`src/core/sleep_wake_pkg.sv`:
```
// shared constants and types for the sleep and wake controller
package sleep_wake_pkg;

  // register byte offsets on the wishbone bus
  localparam logic [3:0] ADDR_CTRL    = 4'h0;
  localparam logic [3:0] ADDR_STATUS  = 4'h4;
  localparam logic [3:0] ADDR_IRQ_STS = 4'h8;
  localparam logic [3:0] ADDR_IRQ_MSK = 4'hC;

  // status register bit positions
  localparam int STS_POWERDOWN_BIT = 3;
  localparam int STS_TIMEOUT_BIT   = 4;
  localparam int STS_ASLEEP_BIT    = 0;
  // configuration word watchdog enable position
  localparam int CFG_WDT_EN_BIT    = 2;

  // control register bit positions
  localparam int CTRL_SLEEP_BIT    = 0;
  localparam int CTRL_WDT_CLR_BIT  = 1;

  // interrupt event bit positions
  localparam int EV_SLEEP_BIT      = 0;
  localparam int EV_WAKE_PIN_BIT   = 1;
  localparam int EV_WAKE_WDT_BIT   = 2;
  localparam int EV_WDT_RUN_BIT    = 3;
  localparam int EV_WIDTH          = 4;

  // reset values
  localparam logic [EV_WIDTH-1:0] IRQ_MSK_RST = 4'h0;
  localparam logic [15:0] WDT_LIMIT_RST = 16'hFFFF;
  // full-reset pulse length in cycles
  localparam int RESET_PULSE_CYC = 4;

  typedef enum logic [1:0] {
    ST_RUN,
    ST_SLEEP,
    ST_WAKE
  } power_state_t;

  typedef struct packed {
    logic timeout_flag_n;
    logic powerdown_flag_n;
  } cause_flags_t;

endpackage

```
`src/core/sleep_wake_control.sv`:
```
// power-down entry, wake-up and reset-cause flags for the core
`timescale 1ns/1ps
`default_nettype none

// Contract
// RQ1 - only sleep instruction enters power-down
// RQ2 - enabled watchdog cleared, keeps counting asleep
// RQ3 - entering power-down sets timeout flag
// RQ4 - entering power-down clears powerdown flag
// RQ5 - oscillator driver off during power-down
// RQ6 - I/O pins hold pre-sleep state
// RQ7 - watchdog reset never drives clear pin
// RQ8 - wake only by clear pin or watchdog
// RQ9 - every wake gives full device reset
// RQ10 - watchdog time-out clears timeout flag
// RQ11 - power-up sets powerdown flag high
// RQ12 - watchdog cleared on every wake-up
// RQ13 - outside holds timer clock, clear pin high
// RQ14 - config bit two enables watchdog
// RQ15 - no execution, flags held while asleep
module sleep_wake_control
  import sleep_wake_pkg::*;
#(
  parameter int IO_WIDTH  = 12,
  parameter int WDT_WIDTH = 16
) (
  // clock and power-on reset
  input  wire logic                 clk,
  input  wire logic                 rst,
  // wishbone slave
  input  wire logic                 wb_cyc_i,
  input  wire logic                 wb_stb_i,
  input  wire logic                 wb_we_i,
  input  wire logic [3:0]           wb_adr_i,
  input  wire logic [3:0]           wb_sel_i,
  input  wire logic [31:0]          wb_dat_i,
  output var  logic [31:0]          wb_dat_o,
  output var  logic                 wb_ack_o,
  // core side
  input  wire logic                 sleep_exec,
  input  wire logic                 wdt_clear_exec,
  input  wire logic [11:0]          config_word,
  output var  logic                 core_run,
  output var  logic                 core_reset,
  output var  logic                 osc_drive_en,
  // pins
  input  wire logic                 master_clear_n_pin,
  input  wire logic [IO_WIDTH-1:0]  io_out_core,
  input  wire logic [IO_WIDTH-1:0]  io_oe_core,
  output var  logic [IO_WIDTH-1:0]  io_out,
  output var  logic [IO_WIDTH-1:0]  io_oe,
  output var  logic                 master_clear_out,
  output var  logic                 master_clear_oe,
  // flags and interrupt
  output var  cause_flags_t         cause_flags,
  output var  logic                 irq
);

  power_state_t          state;
  logic [1:0]            mclr_sync;
  logic                  mclr_low;
  logic [WDT_WIDTH-1:0]  wdt_count;
  logic [WDT_WIDTH-1:0]  wdt_limit;
  logic                  wdt_timeout;
  logic                  wdt_en;
  logic                  sw_sleep;
  logic                  sw_wdt_clr;
  logic                  enter_sleep;
  logic                  wake_pin;
  logic                  wake_wdt;
  logic [2:0]            rst_cnt;
  logic [EV_WIDTH-1:0]   irq_sts;
  logic [EV_WIDTH-1:0]   irq_msk;
  logic [EV_WIDTH-1:0]   ev;
  logic                  wb_req;
  logic                  wb_wr;
  logic [31:0]           next_rdata;
  power_state_t          next_state;
  logic                  next_core_reset;
  logic                  next_core_run;
  logic                  next_osc_drive_en;
  logic                  running;
  logic                  asleep;
  logic                  wake_any;
  logic                  rst_done;

  function automatic logic hit(input logic [3:0] a, input logic [3:0] off);
    return a == off;
  endfunction

  // reset pin crosses in from outside: two flops before use
  always_ff @(posedge clk) begin
    if (rst) begin
      mclr_sync <= 2'h3;
    end else begin
      mclr_sync <= {mclr_sync[0], master_clear_n_pin};
    end
  end
  assign mclr_low = ~mclr_sync[1];

  // RQ14 watchdog enable bit
  assign wdt_en = config_word[CFG_WDT_EN_BIT];
  assign wdt_timeout = wdt_en && (wdt_count >= wdt_limit);

  assign wb_req = wb_cyc_i && wb_stb_i && !wb_ack_o;
  assign wb_wr  = wb_req && wb_we_i && wb_sel_i[0];

  // shared state decodes
  assign running  = (state == ST_RUN);
  assign asleep   = (state == ST_SLEEP);
  assign rst_done = (rst_cnt == 3'(RESET_PULSE_CYC - 1));

  // RQ1 sleep only from instruction
  // a reset cause in the same cycle wins, so the core never sleeps in reset
  assign enter_sleep = running && !core_reset && !mclr_low &&
                       !wdt_timeout && (sleep_exec || sw_sleep);
  // RQ8 two wake sources only
  // the pin wins over a watchdog wake that lands in the same cycle
  assign wake_pin = asleep && mclr_low;
  assign wake_wdt = asleep && wdt_timeout && !mclr_low;
  assign wake_any = wake_pin || wake_wdt;

  // software sleep request stands for a sleep instruction of the core
  assign sw_sleep   = wb_wr && hit(wb_adr_i, ADDR_CTRL) &&
                      wb_dat_i[CTRL_SLEEP_BIT];
  assign sw_wdt_clr = wb_wr && hit(wb_adr_i, ADDR_CTRL) &&
                      wb_dat_i[CTRL_WDT_CLR_BIT];

  always_comb begin
    next_state = state;
    unique case (state)
      ST_RUN: begin
        if (enter_sleep) begin
          next_state = ST_SLEEP;
        end
      end
      // RQ9 wake goes through reset
      ST_SLEEP: begin
        if (wake_any) begin
          next_state = ST_WAKE;
        end
      end
      ST_WAKE: begin
        // the core restarts only once the pin is released
        if (rst_done && !mclr_low) begin
          next_state = ST_RUN;
        end
      end
    endcase
  end

  always_ff @(posedge clk) begin
    if (rst) begin
      state <= ST_RUN;
    end else begin
      state <= next_state;
    end
  end

  // reset pulse length counter, counts up in ST_WAKE and holds at RESET_PULSE_CYC - 1 whatever the pin does
  always_ff @(posedge clk) begin
    if (rst || state != ST_WAKE) begin
      rst_cnt <= 3'h0;
    end else if (!rst_done) begin
      rst_cnt <= rst_cnt + 3'h1;
    end
  end

  // RQ9 full reset pulse; a wake never resumes after the sleep
  always_comb begin
    next_core_reset = 1'b0;
    unique case (state)
      ST_RUN: begin
        // pin or watchdog reset while running, no sleep involved
        next_core_reset = mclr_low || wdt_timeout;
      end
      ST_SLEEP: begin
        next_core_reset = wake_any;
      end
      ST_WAKE: begin
        // stretched while the pin stays low
        next_core_reset = !rst_done || mclr_low;
      end
    endcase
  end

  // RQ15 no fetch while asleep or in reset
  always_comb begin
    next_core_run = 1'b0;
    if (running) begin
      next_core_run = !enter_sleep && !mclr_low && !wdt_timeout &&
                      !core_reset;
    end
  end

  // RQ5 oscillator driver off from entry until a wake event
  always_comb begin
    next_osc_drive_en = 1'b1;
    if (running && enter_sleep) begin
      next_osc_drive_en = 1'b0;
    end else if (asleep && !wake_any) begin
      next_osc_drive_en = 1'b0;
    end
  end

  // core-side outputs come straight from flops
  always_ff @(posedge clk) begin
    if (rst) begin
      core_reset   <= 1'b1;
      core_run     <= 1'b0;
      osc_drive_en <= 1'b1;
    end else begin
      core_reset   <= next_core_reset;
      core_run     <= next_core_run;
      osc_drive_en <= next_osc_drive_en;
    end
  end

  // RQ2 cleared on entry, keeps running
  // RQ12 cleared on every wake
  always_ff @(posedge clk) begin
    if (rst || !wdt_en) begin
      wdt_count <= '0;
    end else if (enter_sleep || wake_pin || wake_wdt || wdt_timeout ||
                 wdt_clear_exec || sw_wdt_clr || state == ST_WAKE) begin
      wdt_count <= '0;
    end else begin
      wdt_count <= wdt_count + WDT_WIDTH'(1);
    end
  end

  always_ff @(posedge clk) begin
    if (rst) begin
      wdt_limit <= WDT_WIDTH'(WDT_LIMIT_RST);
    end else if (wb_wr && hit(wb_adr_i, ADDR_CTRL) &&
                 wb_dat_i[31:16] != 16'h0000) begin
      // a zero limit would time out at once, so it keeps the old one
      wdt_limit <= WDT_WIDTH'(wb_dat_i[31:16]);
    end
  end

  // RQ11 power-up sets both flags
  always_ff @(posedge clk) begin
    if (rst) begin
      cause_flags <= '{timeout_flag_n: 1'b1, powerdown_flag_n: 1'b1};
    end else if (wdt_timeout) begin
      // RQ10 time-out clears timeout flag
      cause_flags.timeout_flag_n <= 1'b0;
    end else if (enter_sleep) begin
      // RQ3 set timeout flag
      cause_flags.timeout_flag_n <= 1'b1;
      // RQ4 clear powerdown flag
      cause_flags.powerdown_flag_n <= 1'b0;
    end
  end

  // RQ6 pins frozen while asleep
  always_ff @(posedge clk) begin
    if (rst) begin
      io_out <= '0;
      io_oe  <= '0;
    end else if (state == ST_RUN && !enter_sleep) begin
      io_out <= io_out_core;
      io_oe  <= io_oe_core;
    end
  end

  // RQ7 watchdog reset stays internal
  always_ff @(posedge clk) begin
    master_clear_out <= 1'b1;
    master_clear_oe  <= 1'b0;
  end

  assign ev[EV_SLEEP_BIT]    = enter_sleep;
  assign ev[EV_WAKE_PIN_BIT] = wake_pin;
  assign ev[EV_WAKE_WDT_BIT] = wake_wdt;
  assign ev[EV_WDT_RUN_BIT]  = wdt_timeout && state == ST_RUN;

  // events win over a write-one clear in the same cycle
  always_ff @(posedge clk) begin
    if (rst) begin
      irq_sts <= '0;
    end else if (wb_wr && hit(wb_adr_i, ADDR_IRQ_STS)) begin
      irq_sts <= (irq_sts & ~wb_dat_i[EV_WIDTH-1:0]) | ev;
    end else begin
      irq_sts <= irq_sts | ev;
    end
  end

  always_ff @(posedge clk) begin
    if (rst) begin
      irq_msk <= IRQ_MSK_RST;
    end else if (wb_wr && hit(wb_adr_i, ADDR_IRQ_MSK)) begin
      irq_msk <= wb_dat_i[EV_WIDTH-1:0];
    end
  end

  always_ff @(posedge clk) begin
    if (rst) begin
      irq <= 1'b0;
    end else begin
      irq <= |(irq_sts & irq_msk);
    end
  end

  always_comb begin
    next_rdata = 32'h0000_0000;
    unique case (wb_adr_i)
      ADDR_CTRL:    next_rdata = {16'(wdt_limit), 16'h0000};
      ADDR_STATUS: begin
        next_rdata[STS_TIMEOUT_BIT]   = cause_flags.timeout_flag_n;
        next_rdata[STS_POWERDOWN_BIT] = cause_flags.powerdown_flag_n;
        next_rdata[STS_ASLEEP_BIT]    = (state == ST_SLEEP);
      end
      ADDR_IRQ_STS: next_rdata[EV_WIDTH-1:0] = irq_sts;
      ADDR_IRQ_MSK: next_rdata[EV_WIDTH-1:0] = irq_msk;
      default:      next_rdata = 32'h0000_0000;
    endcase
  end

  // one wait-free ack per request; unmapped reads return zero
  always_ff @(posedge clk) begin
    if (rst) begin
      wb_ack_o <= 1'b0;
      wb_dat_o <= 32'h0000_0000;
    end else begin
      wb_ack_o <= wb_req;
      if (wb_req) begin
        wb_dat_o <= next_rdata;
      end
    end
  end

endmodule

`default_nettype wire

```
`config.mk`:
```
export PLATFORM = sky130hd
export DESIGN_NAME = sleep_wake_control
export DESIGN_NICKNAME = d
export VERILOG_FILES = /design/src/core/sleep_wake_pkg.sv /design/src/core/sleep_wake_control.sv
export SDC_FILE = /design/constraint.sdc
export NUM_CORES = 1
export LEC_CHECK = 0
export BUFFER_PORTS_ARGS = -buffer_cell sky130_fd_sc_hd__buf_2
export CAP_MARGIN = 20
export CORE_MARGIN = 2
export CORE_UTILIZATION = 45
export CTS_BUF_LIST = sky130_fd_sc_hd__clkbuf_8 sky130_fd_sc_hd__clkbuf_16
export DETAILED_ROUTE_END_ITERATION = 7
export MAX_ROUTING_LAYER = met4
export PLACE_DENSITY = 0.81
export REMOVE_ABC_BUFFERS = 1
export SLEW_MARGIN = 10
export SYNTH_ARGS = -nofsm -noshare
export SYNTH_HDL_FRONTEND = slang
export SYNTH_SLANG_ARGS = --single-unit
```
`constraint.sdc`:
```
create_clock -name clk -period 2.9 [get_ports clk]
set_input_delay 0.87 -clock clk [delete_from_list [all_inputs] [get_ports clk]]
set_output_delay 0.87 -clock clk [all_outputs]
set_load 0.02 [all_outputs]
```
Word level (Yosys, flattened, before mapping)
Index checks and enable logic that the tools add are counted.
- bits in registers: 110
- bitwise logic cells: 8
- equality and inequality tests: 10
- reduce and logical (&&, ||, !) cells: 54
- $add $sub $neg: 2
- multiplexer cells: 15
- $lt $le $gt $ge: 1
- operators with widths (cell ; number):
    27-bit 2-to-1 mux ; 1
    1-bit logical AND ; 26
    16-bit by 1-bit adder with 16-bit output, second input constant ; 1
    16-bit greater-or-equal comparator ; 1
    16-bit nonzero test ; 1
    1-bit logical OR ; 12
    1-bit case mux with 3 select lines ; 3
    4-bit bitwise AND ; 2
    4-bit == test, second input constant ; 2
    2-bit 2-to-1 mux ; 4
    4-bit OR ; 2
    1-bit zero test ; 7
    2-bit != test, second input constant ; 3
    2-bit case mux with 3 select lines ; 1
    4-bit by 3-bit == test with 1-bit output, second input constant ; 1
    4-bit zero test ; 1
    1-bit 2-to-1 mux ; 4
    4-bit 2-to-1 mux ; 1
    4-bit inverter ; 1
    2-bit case mux with 2 select lines ; 1
    2-bit OR reduction ; 2
    4-bit OR reduction ; 1
    3-bit by 1-bit adder with 3-bit output, second input constant ; 1
    3-bit by 2-bit == test with 1-bit output, second input constant ; 1
    other kinds (8) ; 10

Depth between registers and ports, before layout
- depth in word-level cells: 15
- gate-level depth with buffers: 11
- depth with buffers taken out: 9

Worst setup path after synthesis
OpenSTA, ideal clock, no wires.
- kind: input to register
- start point: in wb_adr_i[2]
- end point: reg state[0]
- arrival time: 2.449 ns
- stages on the path: 8
- setup time: 0.121 ns
- path slack: 0.330 ns
- buffers on the path: 2
- cell sequence: buf_6 > or4_4 > nor4_2 > o21a_2 > o221a_2 > buf_6 > o211ai_2 > mux2_4
- word-level cells in the longest chain between the ends: 7
- ends and longest elaborated chain (item ; line ; text):
    start: declaration ; sleep_wake_control.sv:34 ; input wire logic [3:0] wb_adr_i,
    4-bit zero test ; sleep_wake_control.sv:88 ; return a == off;
    1-bit logical AND (2 in series) ; sleep_wake_control.sv:124 ; assign sw_sleep = wb_wr && hit(wb_adr_i, ADDR_CTRL) &&
    1-bit logical OR ; sleep_wake_control.sv:116 ; !wdt_timeout && (sleep_exec || sw_sleep);
    1-bit logical AND ; sleep_wake_control.sv:116 ;
    2-bit != test (no line) ; - ;
    3-bit AND reduction (no line) ; - ;
    end signal: assignment ; sleep_wake_control.sv:156 ; state <= next_state;
    end: declaration ; sleep_wake_control.sv:59 ; power_state_t state;
Every way passes these cells.
A chain may end at the register's enable or synchronous reset.

Worst setup path in the final report
- start point: reg wdt_count[0]
- end point: reg wdt_count[6]
- word-level cells in the longest chain between the ends: 12
- elaborated cells on any way between the ends: 15
- ends and longest elaborated chain (item ; line ; text):
    start: declaration ; sleep_wake_control.sv:62 ; logic [WDT_WIDTH-1:0] wdt_count;
    start signal: assignment ; sleep_wake_control.sv:228 ; wdt_count <= wdt_count + WDT_WIDTH'(1);
    16-bit greater-or-equal comparator ; sleep_wake_control.sv:103 ; assign wdt_timeout = wdt_en && (wdt_count >= wdt_limit);
    1-bit logical AND ; sleep_wake_control.sv:103 ;
    1-bit zero test ; sleep_wake_control.sv:116 ;
    1-bit logical AND ; sleep_wake_control.sv:115 ; assign enter_sleep = running && !core_reset && !mclr_low &&
    1-bit logical AND ; sleep_wake_control.sv:116 ;
    1-bit logical OR (4 in series) ; sleep_wake_control.sv:224 ; end else if (enter_sleep || wake_pin || wake_wdt || wdt_timeout ||
    1-bit logical OR (2 in series) ; sleep_wake_control.sv:225 ; wdt_clear_exec || sw_wdt_clr || state == ST_WAKE) begin
    2-bit OR reduction (no line) ; - ;
Several ways; a longest one is shown, not always the timed one.

==> qor.txt <==
Primary FF master, synth: sky130_fd_sc_hd__dfxtp_1
height of the die: 104.1 um
worst clock skew: 0.01047 ns
shortest period the worst path allows: 2.570 ns
Area growth syn-to-layout: 17.61%
Synth Warn #: 0
largest net degree at the start of global routing: 83
cell-by-cell trace of the critical path: inv_1 -> ha_1 -> nand2b_4 -> a2111oi_4 -> o21ai_2 -> nand2_2 -> a21boi_4 -> or4_1 -> buf_4 -> nor2_1
Post-CTS Setup Bufs: 0
worst skew pair latency: 0.36 ns
setup repair after global routing missed its margin: false
final worst-path cycle share: 0.8862
result of the run: complete, no violations
hold crit path type: register to register
starting DRC count in detailed routing: 139
synthesized area: 4511 sq um
antenna viol nets, final: 0
remaining global-route overflow: 0
achievable clock frequency: 389.1 MHz
wire length per cell: 13.99 um
global-route wire length before repair: 16.49 mm
GPL Wtd Cong: 0.8719
H-tree depth: 3
CP required: 3.19 ns
maximum number of buffers from clock root to sink: 2
Worst Min Path Start: mclr_sync[0]
number of violations of the max-capacitance limit: 0
I/O pin total: 149
clock tree root driver cell: sky130_fd_sc_hd__clkbuf_8
Placed Instance Area: 5106 sq um
maximum net fanout on the critical path: 16
synthesized area divided by synthesized cell count: 9.742 sq um
placeable core area: 9729 sq um
starting density of the core: 0.4636
vias per cell: 5.192
routed via count: 3,655
layout net count: 673
worst-margin pin slew: 0.5661 ns
Final Hold Viols: 0
met3 demand-to-capacity share in global routing: 0.04135
share of synthesized area occupied by flip-flops and latches: 0.4394
Post-synth ARST share: 0
initial antenna violation count: 0
count of buffers inserted at the top-level ports: 109
antenna diode count: 0
Final Worst Setup Slack: 0.3299 ns
number of max-slew violations in the final report: 0
endpoint arrival time on the critical path: 2.86 ns
layout cell share with drive strength beyond 1: 0.2837
total power per unit cell area: 582.7 nW/um^2
clock tree from TritonCTS: built
commonest non-fill, non-tap cell in the layout: sky130_fd_sc_hd__buf_2
number of search-and-repair iterations in the first detailed-routing pass: 4
drc violations: 0
total number of placement rows: 36
summed area of non-filler cells in the final layout: 5305 sq um
Post-synth EDFFs: 0
synthesis-stage register bit count: 99
total power after layout: 3091 uW
final setup violation count: 0
Post-Place Worst Slack: 0.1066 ns
GR Util met1: 0.2336
type of destination of the critical path: register
gate family responsible for the most delay along the worst path: simple AND/OR/NAND/NOR gates
CTS Buf Count: 9
detailed-placement wirelength estimate: 7.272 mm
worst slew slack as a fraction of its limit: 0.6217
Synth cell types: 60
WS Path Type: register to register
post-CTS resize count: 0
Most Crowded Layer GR: met2
number of global-route vias before repair: 3,500
VDD IR max: 0.3406 mV
Crit Reg-Reg Startpoint: wdt_count[0]
DIE AREA: 10,840 sq um
Post-Synthesis Cells: 463
overall track demand over capacity in global routing: 0.1908
timing startpoint of the critical path: wdt_count[0]
element type at the critical path start: register
cell leakage power: 0.002517 uW
leading cell types in the layout, fill and taps excluded: sky130_fd_sc_hd__buf_2 (109), sky130_fd_sc_hd__dfxtp_1 (99), sky130_fd_sc_hd__nor2_1 (74), sky130_fd_sc_hd__mux2i_1 (28), sky130_fd_sc_hd__inv_1 (26)
number of hold buffers added after cts: 0
clock slew seen by the registers of the worst setup and hold paths: 0.09 ns
Sinks on Clock Net: 99
fraction of met2 tracks used by global routing: 0.3153
crit path max-delay cell type: sky130_fd_sc_hd__or4_1
combined buffer and inverter count along the critical path: 2
Final TNS setup: 0 ns
die width: 104.1 um
delay of the slowest cell on the worst path: 0.49 ns
Worst Hold Slack: 0.4245 ns
overall routed net length: 9.848 mm
Yosys cell counts, types with 3 or more instances:
cell type / number / share of area
sky130_fd_sc_hd__nor2_4: 8 / 0.020
sky130_fd_sc_hd__xor2_1: 8 / 0.016
sky130_fd_sc_hd__buf_6: 3 / 0.0075
sky130_fd_sc_hd__xnor2_1: 7 / 0.014
sky130_fd_sc_hd__nor4_1: 4 / 0.0055
sky130_fd_sc_hd__dfxtp_1: 99 / 0.44
sky130_fd_sc_hd__clkbuf_1: 15 / 0.012
sky130_fd_sc_hd__and4_1: 3 / 0.0058
sky130_fd_sc_hd__nand3_1: 7 / 0.0078
sky130_fd_sc_hd__inv_1: 26 / 0.022
sky130_fd_sc_hd__a221o_1: 3 / 0.0067
sky130_fd_sc_hd__mux2i_1: 28 / 0.062
sky130_fd_sc_hd__nor3_1: 4 / 0.0044
sky130_fd_sc_hd__nand4_1: 6 / 0.0083
sky130_fd_sc_hd__nor2_1: 74 / 0.062
sky130_fd_sc_hd__buf_4: 13 / 0.022
sky130_fd_sc_hd__a21oi_1: 12 / 0.013
sky130_fd_sc_hd__a22oi_1: 23 / 0.038
sky130_fd_sc_hd__nand2_1: 18 / 0.015
sky130_fd_sc_hd__mux2_2: 4 / 0.010
sky130_fd_sc_hd__nand2b_1: 3 / 0.0042
sky130_fd_sc_hd__ha_1: 22 / 0.061
sky130_fd_sc_hd__a211o_1: 13 / 0.025
sky130_fd_sc_hd__and3_1: 13 / 0.018
cell families after synthesis:
family,share of synthesized area
AOI/OAI and AO/OA,0.1359
muxes,0.07545
DFF,0.4394
and+or+nand+nor,0.1820
other,0.001665
xor gates and xnor gates,0.02913
adders and majority gates,0.06103
buffers and inverters,0.07545
metal layers:
layer | vias to the layer above | part of all wire
met1 | 1700 | 0.43
met3 | 14 | 0.067
met5 | - | 0
met4 | 0 | 0.015
li1 | 1795 | -
met2 | 146 | 0.49
registers in the layout, summed over array words and instances (netlist names), 2 cells and up:
| signal | cells |
|---|---|
| cause_flags | 2 |
| io_oe | 12 |
| io_out | 12 |
| irq_msk | 4 |
| irq_sts | 4 |
| mclr_sync | 2 |
| rst_cnt | 3 |
| state | 2 |
| wb_dat_o | 21 |
| wdt_count | 16 |
| wdt_limit | 16 |
final cells by class:
type                            instances  area (sq um)
Fill cell                             897          4424
Multi-Input combinational cell        314          2230
Sequential cell                        99          1982
Timing Repair Buffer                  117         630.6
Tap cell                              133         166.4
Clock buffer                           10         137.6
Inverter                               26         97.59
Clock inverter                          5         61.31
power breakdown:
part           internal, uW  switching, uW
Clock                   424            468
Sequential             1450           46.5
Combinational           304            400
Total                  2180            915
stage by stage:
step	cells	util
finish	704	0.5453
CTS	704	0.5453
floorplan	439	-
detailed placement	689	0.5248
global placement	689	0.5248
global route	704	0.5453
worst paths after layout:
| check | to | cells after the start | slack [ns] |
|---|---|---|---|
| setup / recovery | wdt_count[6] | 10 | 0.33 |
| hold / removal | mclr_sync[1] | 1 | 0.42 |
| hold reg to reg | mclr_sync[1] | 1 | 0.42 |
| setup reg to reg | wdt_count[6] | 10 | 0.33 |
No activity file was read; power rests on OpenSTA's default activity.
